`src/hdl/rtcopc_pkg.sv`:
```
// Purpose: shared constants for the output pin and trim block
// Assumes: 100 MHz system clock, crystal level arriving on a pin
// Notes: offsets are the device's byte register numbers
package rtcopc_pkg;
  // ****************************************
  // register offsets
  // ****************************************
  localparam logic [7:0] ADDR_SECONDS = 8'h01;
  localparam logic [7:0] ADDR_CENTURY = 8'h03;
  localparam logic [7:0] ADDR_CONTROL = 8'h08;
  localparam logic [7:0] ADDR_WATCHDOG = 8'h09;
  localparam logic [7:0] ADDR_ALARM_MONTH = 8'h0A;
  localparam logic [7:0] ADDR_ALARM_HOUR = 8'h0C;
  localparam logic [7:0] ADDR_FLAGS = 8'h0F;
  localparam logic [7:0] ADDR_WAVE_RATE = 8'h13;
  // ****************************************
  // field positions
  // ****************************************
  localparam int BIT_HALT = 7;
  localparam int BIT_CENTURY_EN = 7;
  localparam int BIT_CENTURY = 6;
  localparam int BIT_OUT_LEVEL = 7;
  localparam int BIT_FREQ_TEST = 6;
  localparam int BIT_CAL_SIGN = 5;
  localparam int BIT_ALARM_PIN_EN = 7;
  localparam int BIT_SQUARE_EN = 6;
  localparam int BIT_BACKUP_ALARM_EN = 5;
  localparam int BIT_FREEZE = 6;
  localparam int BIT_WD_FLAG = 7;
  localparam int BIT_ALARM_FLAG = 6;
  localparam int RATE_LSB = 4;
  localparam int FREQ_TEST_TAP = 5;
  // ****************************************
  // reset values
  // ****************************************
  localparam logic RST_HALT = 1'b1;
  localparam logic RST_OUT_LEVEL = 1'b1;
  localparam logic RST_FREEZE = 1'b1;
  localparam logic [7:0] RST_WATCHDOG = 8'h00;
  // ****************************************
  // crystal rate and timing counts in oscillator cycles, seconds and minutes
  // ****************************************
  localparam int OSC_RATE_HZ = 32768;
  localparam logic [15:0] SECOND_LEN = 16'(OSC_RATE_HZ);
  localparam logic [15:0] CAL_SHORTEN = 16'h0080;
  localparam logic [15:0] CAL_LENGTHEN = 16'h0100;
  localparam logic [5:0] SECONDS_LAST = 6'h3B;
  localparam logic [5:0] MINUTES_LAST = 6'h3F;
endpackage

```
`src/hdl/rtcopc_div_if.sv`:
```
// Purpose: carries oscillator ticks, trim settings and divider taps
// Assumes: all signals on the system clock
// Notes: ctl side is the register and pin logic
`timescale 1ns/10ps
interface rtcopc_div_if;
  logic osc_tick;
  logic halt;
  logic [4:0] cal_mag;
  logic cal_sign;
  logic [14:0] raw_cnt;
  logic second_tick;
  modport ctl (output osc_tick, halt, cal_mag, cal_sign, input raw_cnt, second_tick);
  modport div (input osc_tick, halt, cal_mag, cal_sign, output raw_cnt, second_tick);
endinterface

```
`src/hdl/rtcopc_divider.sv`:
```
// Purpose: oscillator divider chain with periodic trim of the seconds count
// Assumes: osc_tick pulses once per crystal cycle
// Notes: raw taps run untrimmed so test and square waves stay exact
`timescale 1ns/10ps
module rtcopc_divider (
  input wire logic clk,
  input wire logic rst,
  rtcopc_div_if.div dv
);
  import rtcopc_pkg::*;
  logic [14:0] raw_cnt;
  logic [15:0] sec_cnt;
  logic [5:0] sec_in_min;
  logic [5:0] min_in_cycle;
  logic second_tick;
  logic [14:0] next_raw_cnt;
  logic [15:0] next_sec_cnt;
  logic [5:0] next_sec_in_min;
  logic [5:0] next_min_in_cycle;
  logic next_second_tick;
  logic affected;
  logic [15:0] sec_len;

  // ****************************************
  // divider and trim
  // ****************************************
  always_comb begin
    next_raw_cnt = raw_cnt;
    next_sec_cnt = sec_cnt;
    next_sec_in_min = sec_in_min;
    next_min_in_cycle = min_in_cycle;
    next_second_tick = 1'b0;
    // first second of each of the first 2N minutes is trimmed
    affected = (dv.cal_mag != 5'h00) && (sec_in_min == 6'h00)
      && (min_in_cycle < {dv.cal_mag, 1'b0});
    if (!affected) begin
      sec_len = SECOND_LEN;
    end else if (dv.cal_sign) begin
      sec_len = SECOND_LEN + CAL_LENGTHEN;
    end else begin
      sec_len = SECOND_LEN - CAL_SHORTEN;
    end
    if (dv.osc_tick && !dv.halt) begin
      next_raw_cnt = raw_cnt + 15'h0001;
      if (sec_cnt == sec_len - 16'h0001) begin
        next_sec_cnt = 16'h0000;
        next_second_tick = 1'b1;
        if (sec_in_min == SECONDS_LAST) begin
          next_sec_in_min = 6'h00;
          next_min_in_cycle = min_in_cycle + 6'h01;
        end else begin
          next_sec_in_min = sec_in_min + 6'h01;
        end
      end else begin
        next_sec_cnt = sec_cnt + 16'h0001;
      end
    end
  end

  always_ff @(posedge clk) begin
    if (rst) begin
      raw_cnt <= 15'h0000;
      sec_cnt <= 16'h0000;
      sec_in_min <= 6'h00;
      min_in_cycle <= 6'h00;
      second_tick <= 1'b0;
    end else begin
      raw_cnt <= next_raw_cnt;
      sec_cnt <= next_sec_cnt;
      sec_in_min <= next_sec_in_min;
      min_in_cycle <= next_min_in_cycle;
      second_tick <= next_second_tick;
    end
  end

  assign dv.raw_cnt = raw_cnt;
  assign dv.second_tick = second_tick;
endmodule

```
`src/hdl/rtcopc_top.sv`:
```
// Purpose: multi-function output pin, square wave, trim and power-on defaults
// Assumes: crystal level and power-fail arrive asynchronously on pins
// Notes: rst stands for first application of power
// What this block does
// - timebase divides a 32768 Hz crystal
// - rate code selects square wave frequency
// - square wave enable gates wave onto pin
// - trim inserts or removes divider counts
// - five-bit magnitude plus sign bit trim
// - 64-minute cycle, -128 or +256 cycles
// - only first 2N minutes are trimmed
// - frequency test gives 512 Hz when enabled
// - test frequency ignores trim setting
// - power-down clears frequency test bit
// - otherwise pin follows output level bit
// - power-on clears and sets control defaults
// - century flag toggles when enabled
// - watchdog wins over frequency test
// - alarm interrupt drives pin, flag read clears
`timescale 1ns/10ps
module rtcopc_top (
  input wire logic clk,
  input wire logic rst,
  input wire logic osc_pin,
  input wire logic power_fail_pin,
  input wire logic century_rollover,
  input wire logic alarm_match,
  input wire logic wd_timeout,
  input wire logic [7:0] reg_addr,
  input wire logic [7:0] reg_wdata,
  input wire logic reg_we,
  input wire logic reg_re,
  output logic [7:0] reg_rdata,
  output logic [7:0] wd_setting,
  output logic wd_restart,
  output logic backup_alarm_enable,
  output logic freeze_user_copy,
  output logic second_tick,
  output logic mfo_out,
  output logic mfo_oe
);
  import rtcopc_pkg::*;
  rtcopc_div_if dv ();

  // ****************************************
  // pin synchronisers
  // ****************************************
  logic osc_s1, osc_s2, osc_s3, pf_s1, pf_s2;
  always_ff @(posedge clk) begin
    if (rst) begin
      osc_s1 <= 1'b0;
      osc_s2 <= 1'b0;
      osc_s3 <= 1'b0;
      pf_s1 <= 1'b0;
      pf_s2 <= 1'b0;
    end else begin
      osc_s1 <= osc_pin;
      osc_s2 <= osc_s1;
      osc_s3 <= osc_s2;
      pf_s1 <= power_fail_pin;
      pf_s2 <= pf_s1;
    end
  end

  // ****************************************
  // registers
  // ****************************************
  logic halt, century_en, century, out_level, freq_test, cal_sign;
  logic [4:0] cal_mag;
  logic alarm_pin_en, square_en, alarm_flag, wd_flag, alarm_irq, wd_irq;
  logic [3:0] wave_rate;
  logic next_halt, next_century_en, next_century, next_out_level, next_freq_test;
  logic next_cal_sign, next_alarm_pin_en, next_square_en, next_backup_alarm_enable;
  logic next_freeze_user_copy, next_alarm_flag, next_wd_flag, next_alarm_irq;
  logic next_wd_irq, next_wd_restart;
  logic [4:0] next_cal_mag;
  logic [3:0] next_wave_rate;
  logic [7:0] next_wd_setting, next_reg_rdata;

  function automatic logic hit(input logic [7:0] a, input logic [7:0] want);
    hit = (a == want);
  endfunction

  always_comb begin
    next_halt = halt;
    next_century_en = century_en;
    next_century = century;
    next_out_level = out_level;
    next_freq_test = freq_test;
    next_cal_sign = cal_sign;
    next_cal_mag = cal_mag;
    next_wd_setting = wd_setting;
    next_alarm_pin_en = alarm_pin_en;
    next_square_en = square_en;
    next_backup_alarm_enable = backup_alarm_enable;
    next_freeze_user_copy = freeze_user_copy;
    next_wave_rate = wave_rate;
    next_alarm_flag = alarm_flag;
    next_wd_flag = wd_flag;
    next_alarm_irq = alarm_irq;
    next_wd_irq = wd_irq;
    next_wd_restart = 1'b0;
    next_reg_rdata = 8'h00;
    if (reg_re) begin
      if (hit(reg_addr, ADDR_SECONDS)) next_reg_rdata[BIT_HALT] = halt;
      if (hit(reg_addr, ADDR_CENTURY)) begin
        next_reg_rdata[BIT_CENTURY_EN] = century_en;
        next_reg_rdata[BIT_CENTURY] = century;
      end
      if (hit(reg_addr, ADDR_CONTROL)) begin
        next_reg_rdata = {out_level, freq_test, cal_sign, cal_mag};
      end
      if (hit(reg_addr, ADDR_WATCHDOG)) next_reg_rdata = wd_setting;
      if (hit(reg_addr, ADDR_ALARM_MONTH)) begin
        next_reg_rdata[BIT_ALARM_PIN_EN] = alarm_pin_en;
        next_reg_rdata[BIT_SQUARE_EN] = square_en;
        next_reg_rdata[BIT_BACKUP_ALARM_EN] = backup_alarm_enable;
      end
      if (hit(reg_addr, ADDR_ALARM_HOUR)) next_reg_rdata[BIT_FREEZE] = freeze_user_copy;
      if (hit(reg_addr, ADDR_WAVE_RATE)) next_reg_rdata = {wave_rate, 4'h0};
      if (hit(reg_addr, ADDR_FLAGS)) begin
        next_reg_rdata[BIT_WD_FLAG] = wd_flag;
        next_reg_rdata[BIT_ALARM_FLAG] = alarm_flag;
        // flag read releases the alarm drive on the pin
        next_alarm_flag = 1'b0;
        next_wd_flag = 1'b0;
        next_alarm_irq = 1'b0;
      end
    end
    if (reg_we) begin
      if (hit(reg_addr, ADDR_SECONDS)) next_halt = reg_wdata[BIT_HALT];
      if (hit(reg_addr, ADDR_CENTURY)) begin
        next_century_en = reg_wdata[BIT_CENTURY_EN];
        next_century = reg_wdata[BIT_CENTURY];
      end
      if (hit(reg_addr, ADDR_CONTROL)) begin
        {next_out_level, next_freq_test, next_cal_sign, next_cal_mag} = reg_wdata;
      end
      if (hit(reg_addr, ADDR_WATCHDOG)) begin
        next_wd_setting = reg_wdata;
        next_wd_restart = 1'b1;
        // only a write of zero frees the pin after a timeout
        if (reg_wdata == 8'h00) next_wd_irq = 1'b0;
      end
      if (hit(reg_addr, ADDR_ALARM_MONTH)) begin
        next_alarm_pin_en = reg_wdata[BIT_ALARM_PIN_EN];
        next_square_en = reg_wdata[BIT_SQUARE_EN];
        next_backup_alarm_enable = reg_wdata[BIT_BACKUP_ALARM_EN];
      end
      if (hit(reg_addr, ADDR_ALARM_HOUR)) next_freeze_user_copy = reg_wdata[BIT_FREEZE];
      if (hit(reg_addr, ADDR_WAVE_RATE)) next_wave_rate = reg_wdata[7:RATE_LSB];
    end
    // hardware events come last so they beat a same-cycle register read or write
    if (alarm_match) begin
      next_alarm_flag = 1'b1;
      if (alarm_pin_en) next_alarm_irq = 1'b1;
    end
    if (wd_timeout && wd_setting != 8'h00) begin
      next_wd_flag = 1'b1;
      next_wd_irq = 1'b1;
    end
    if (century_rollover && century_en) next_century = ~century;
    if (pf_s2) next_freq_test = 1'b0;
  end

  always_ff @(posedge clk) begin
    if (rst) begin
      // power-on defaults; other bits start cleared
      halt <= RST_HALT;
      out_level <= RST_OUT_LEVEL;
      freeze_user_copy <= RST_FREEZE;
      wd_setting <= RST_WATCHDOG;
      alarm_pin_en <= 1'b0;
      backup_alarm_enable <= 1'b0;
      square_en <= 1'b0;
      century_en <= 1'b0;
      century <= 1'b0;
      freq_test <= 1'b0;
      cal_sign <= 1'b0;
      cal_mag <= 5'h00;
      wave_rate <= 4'h0;
      alarm_flag <= 1'b0;
      wd_flag <= 1'b0;
      alarm_irq <= 1'b0;
      wd_irq <= 1'b0;
      wd_restart <= 1'b0;
      reg_rdata <= 8'h00;
    end else begin
      halt <= next_halt;
      out_level <= next_out_level;
      freeze_user_copy <= next_freeze_user_copy;
      wd_setting <= next_wd_setting;
      alarm_pin_en <= next_alarm_pin_en;
      backup_alarm_enable <= next_backup_alarm_enable;
      square_en <= next_square_en;
      century_en <= next_century_en;
      century <= next_century;
      freq_test <= next_freq_test;
      cal_sign <= next_cal_sign;
      cal_mag <= next_cal_mag;
      wave_rate <= next_wave_rate;
      alarm_flag <= next_alarm_flag;
      wd_flag <= next_wd_flag;
      alarm_irq <= next_alarm_irq;
      wd_irq <= next_wd_irq;
      wd_restart <= next_wd_restart;
      reg_rdata <= next_reg_rdata;
    end
  end

  // ****************************************
  // divider
  // ****************************************
  assign dv.osc_tick = osc_s2 & ~osc_s3;
  assign dv.halt = halt;
  assign dv.cal_mag = cal_mag;
  assign dv.cal_sign = cal_sign;
  assign second_tick = dv.second_tick;

  rtcopc_divider u_div (
    .clk(clk),
    .rst(rst),
    .dv(dv.div)
  );

  // ****************************************
  // pin source
  // ****************************************
  logic wave, next_mfo_out, next_mfo_oe, level;
  always_comb begin
    // half-duty taps straight off the untrimmed chain
    unique case (wave_rate)
      4'h0: wave = 1'b1;
      4'h1: wave = osc_s2;
      default: wave = dv.raw_cnt[wave_rate - 4'h1];
    endcase
    next_mfo_oe = 1'b0;
    level = 1'b1;
    if (alarm_irq || wd_irq) begin
      level = 1'b0;
    end else if (freq_test && !halt && !alarm_pin_en && !square_en
      && wd_setting == 8'h00) begin
      level = dv.raw_cnt[FREQ_TEST_TAP];
    end else if (square_en) begin
      level = wave;
      // code zero gives no wave, so the pin is released rather than held high
      next_mfo_oe = (wave_rate != 4'h0);
    end else if (!freq_test && !alarm_pin_en && wd_setting == 8'h00) begin
      level = out_level;
    end
    // open drain: pull low only, except square wave drives both levels
    if (!level) next_mfo_oe = 1'b1;
    next_mfo_out = level;
  end

  always_ff @(posedge clk) begin
    if (rst) begin
      mfo_out <= 1'b1;
      mfo_oe <= 1'b0;
    end else begin
      mfo_out <= next_mfo_out;
      mfo_oe <= next_mfo_oe;
    end
  end
endmodule

```
`config.mk`:
```
export PLATFORM = sky130hd
export DESIGN_NAME = rtcopc_top
export DESIGN_NICKNAME = d
export VERILOG_FILES = /design/src/hdl/rtcopc_pkg.sv /design/src/hdl/rtcopc_div_if.sv /design/src/hdl/rtcopc_divider.sv /design/src/hdl/rtcopc_top.sv
export SDC_FILE = /design/constraint.sdc
export NUM_CORES = 1
export LEC_CHECK = 0
export BUFFER_PORTS_ARGS = -buffer_cell sky130_fd_sc_hd__buf_2
export CAP_MARGIN = 0
export CORE_MARGIN = 3
export CORE_UTILIZATION = 30
export CTS_CLUSTER_DIAMETER = 80
export DETAILED_ROUTE_END_ITERATION = 7
export PLACE_DENSITY = 0.54
export REMOVE_ABC_BUFFERS = 1
export SLEW_MARGIN = 20
export SYNTH_ARGS = -nofsm -noshare
export SYNTH_HDL_FRONTEND = slang
export SYNTH_SLANG_ARGS = --single-unit
```
`constraint.sdc`:
```
create_clock -name clk -period 3.45 [get_ports clk]
set_clock_uncertainty 0.2 [all_clocks]
set_input_delay 0.1725 -clock clk [delete_from_list [all_inputs] [get_ports clk]]
set_output_delay 0.1725 -clock clk [all_outputs]
set_load 0.01 [all_outputs]
```
==> results.json <==
{
  "dpl.hpwl_mm": 7.42,
  "timing.fmax_mhz": 357,
  "grt_max_degree": 60,
  "ff_latch_area_sq_mm": 0.00182,
  "period_share": 0.813,
  "grt_pass1_wl_mm": 17.9,
  "yosys.area_share.simple": 0.272,
  "start_util": 0.314,
  "slew_headroom": 0.473,
  "fin_crit_ns": 2.80,
  "syn_to_final_growth_pct": 19.3,
  "vias": 3698,
  "dr_wl_met2_mm": 5.04,
  "synthFlopType": "dfxtp_1",
  "antenna_found_initial": 0,
  "design.die.area_sq_mm": 0.0157,
  "outcome": "finished, final reports clean",
  "cts_tree": "built",
  "h-tree-depth": 3,
  "dr.pass1.iters": 4,
  "worstPathCellList": "inv_1 -> ha_1 -> a211oi_1 -> o211ai_1 -> a31oi_1 -> nor2_1 -> o21ai_2 -> nor2_1",
  "drv_slew": 0,
  "layout-drive-gt1-share": 0.138,
  "coreArea_sq_mm": 0.0136,
  "grt_pass1_vias": 3703,
  "wl_per_cell_um": 14.2,
  "end_kind": "flop",
  "synth_adder_area_share": 0.0352,
  "multi_input_area_sq_mm": 0.00228,
  "synth-edff-count": 0,
  "slowest_delay_ns": 0.58,
  "arrival_ns": 2.80,
  "cpMaxStageDelayCell": "o21ai_2",
  "place.gp.congestion": 0.815,
  "worstSetupPathType": "reg2reg",
  "cp_max_fo": 15,
  "io_pins": 47,
  "cts_buffer_depth": 2,
  "ir_drop_uv": 219,
  "p_leak_nw": 1.89,
  "highest_layer": "met4",
  "rsz0062_at_grt": "false",
  "cp_num_buf_inv": 1,
  "instances_no_fill": 740,
  "die_w_um": 125,
  "crit_start": "cal_mag[4]",
  "startpoint_type": "flop",
  "wl_met1_mm": 4.81,
  "num_rows": 42,
  "muxShareOfSynthArea": 0.0373,
  "clk_pin_slew_ns": 0.06,
  "root_buffer": "clkbuf_16",
  "yosysSeqAreaShare": 0.427,
  "cp.required_ns": 3.44,
  "r2r_slack_ns": 0.65,
  "finalSetupViolations": 0,
  "min_path_type": "in2reg",
  "route.antenna.remaining_nets": 0,
  "finalHoldViolCount": 0,
  "finalSetupTns_ns": 0,
  "antennaDiodeCount": 0,
  "first_iter_violations": 258,
  "syn_avg_cell_area_sq_um": 8.42,
  "async_flop_share": 0,
  "io_buffers": 46,
  "drt-vias-per-instance": 5.00,
  "drt-total-wl_mm": 10.5,
  "cp_top_family": "compound AO/OA/AOI/OAI gates",
  "synthCells": 506,
  "synth_top_family_by_area": "simple AND/OR/NAND/NOR gates",
  "yosysUniqueCellTypes": 51,
  "die_y_um": 125,
  "stdcell_area_sq_mm": 0.00508,
  "min-delay-start": "rst",
  "placed_area_sq_mm": 0.00466,
  "drv_cap": 0,
  "cts_sinks": 91,
  "yosysWarnings": 0,
  "crit-reg2reg-launch": "cal_mag[4]",
  "wl_met3_um": 573,
  "tightest_slew_ns": 0.788,
  "synth_seq_cells": 91,
  "cts_resized": 0,
  "nFillCells": 1416,
  "cts_buffers": 9,
  "fin_total_pwr_mw": 2.12,
  "place_inst": 712,
  "grt_overflow": 0,
  "track_usage": 0.137,
  "syn-cell-area_sq_mm": 0.00426,
  "setup_ws_ns": 0.647,
  "insertion_delay_ns": 0.33,
  "crit_top_cell": "nor2_1",
  "place_ws_ns": 0.671,
  "p_per_area_mw_per_mm2": 417,
  "synth_compound_area_frac": 0.122,
  "drcViolationCount": 0,
  "layout.nets": 597,
  "synth_xor_area_frac": 0.0678
}
-- stage by stage --
| step | hold slack [ns] | util |
|---|---|---|
| finish | 0.0524 | 0.375 |
| global route | 0.0791 | 0.375 |
| CTS | 0.0437 | 0.375 |
| detailed placement | 0.189 | 0.344 |
| global placement | 0.180 | 0.344 |
| floorplan | 0.0416 | - |
-- worst paths after layout --
path | endpoint | cells past startpoint
max | u_div.sec_cnt[4] | 8
min reg2reg | freq_test | 1
min | freeze_user_copy | 3
max reg2reg | u_div.sec_cnt[4] | 8
-- cell families (layout without fill, tap and decap cells) --
| family | count (synthesis) | in the layout |
|---|---|---|
| flip-flops | 91 | 91 |
| AND/OR/NAND/NOR | 232 | 232 |
| multiplexers | 13 | 13 |
| adder cells (fa/ha/maj) | 12 | 12 |
| AO/OA/AOI/OAI | 85 | 85 |
| buffers and inverters | 40 | 98 |
| XOR/XNOR | 33 | 33 |
-- report_power, final --
group          internal (mW)  total, mW  leakage, nW  switching [mW]
Combinational         0.0304     0.0816         1.01          0.0513
Sequential              1.05       1.06        0.734         0.00216
Clock                  0.597      0.984        0.146           0.388
Total                   1.68       2.12         1.89           0.441
-- final cells by class --
class	instances	area share
Clock buffer	13	0.0512
Clock inverter	2	0.00689
Inverter	19	0.0140
Multi-Input combinational cell	375	0.448
Sequential cell	91	0.358
Tap cell	176	0.0433
Timing Repair Buffer	64	0.0782
-- flip-flops by register name, summed over array words and instances, names as in the netlist, 4 cells and up --
signal and flops:
u_div.sec_cnt 16, u_div.dv.raw_cnt 15, reg_rdata 8, wd_setting 8, u_div.min_in_cycle 6, u_div.sec_in_min 6, cal_mag 5, wave_rate 4
-- layer usage --
metal  GRT usage  vias up
met1       0.175     1737
met2       0.223       73
met3      0.0418        8
met4      0.0415        0
met5           0        -
li1            -     1880
-- Yosys cell counts, types with 4 or more instances --
cell      instances  area share
inv_1            19       0.017
dfxtp_1          91        0.43
nand2_1          74       0.065
nand3_1          25       0.029
or4_1             7       0.012
nor3_1            7      0.0082
nand4_1          11       0.016
o31ai_1           4      0.0070
clkbuf_1         17       0.015
a211oi_1          5      0.0088
and3_1            5      0.0073
or3_1             7       0.010
a221oi_1          4      0.0082
nor4_1            6      0.0088
nor2b_1           6      0.0088
ha_1             12       0.035
nor2_1           59       0.052
and2_1            6      0.0088
mux2i_1           8       0.019
xnor2_1          13       0.027
xor2_1           20       0.041
a21oi_1          40       0.047
o21ai_0          13       0.015
a22oi_1           6       0.011
-- worst min-delay path, delay by kind of cell --
| family | cells | cell delay, ns |
|---|---|---|
| and+or+nand+nor | 1 | 0.11 |
| buffers and inverters | 2 | 0.28 |
-- timing repair --
item                      in CTS  in global routing
hold buffers                  13                  0
buffers inserted               0                  0
hold endpoints to repair      28                  0
-- cell usage in the layout (no fill, tap or decap), types with 9 or more instances in the layout --
master         instances
a21oi_1               40
buf_2                 46
clkbuf_16              9
dfxtp_1               91
dlygate4sd3_1         13
ha_1                  12
inv_1                 19
nand2_1               74
nand3_1               25
nand4_1               11
nor2_1                59
o21ai_0               13
xnor2_1               13
xor2_1                20
Note: power is estimated with default switching activity, not from simulation.
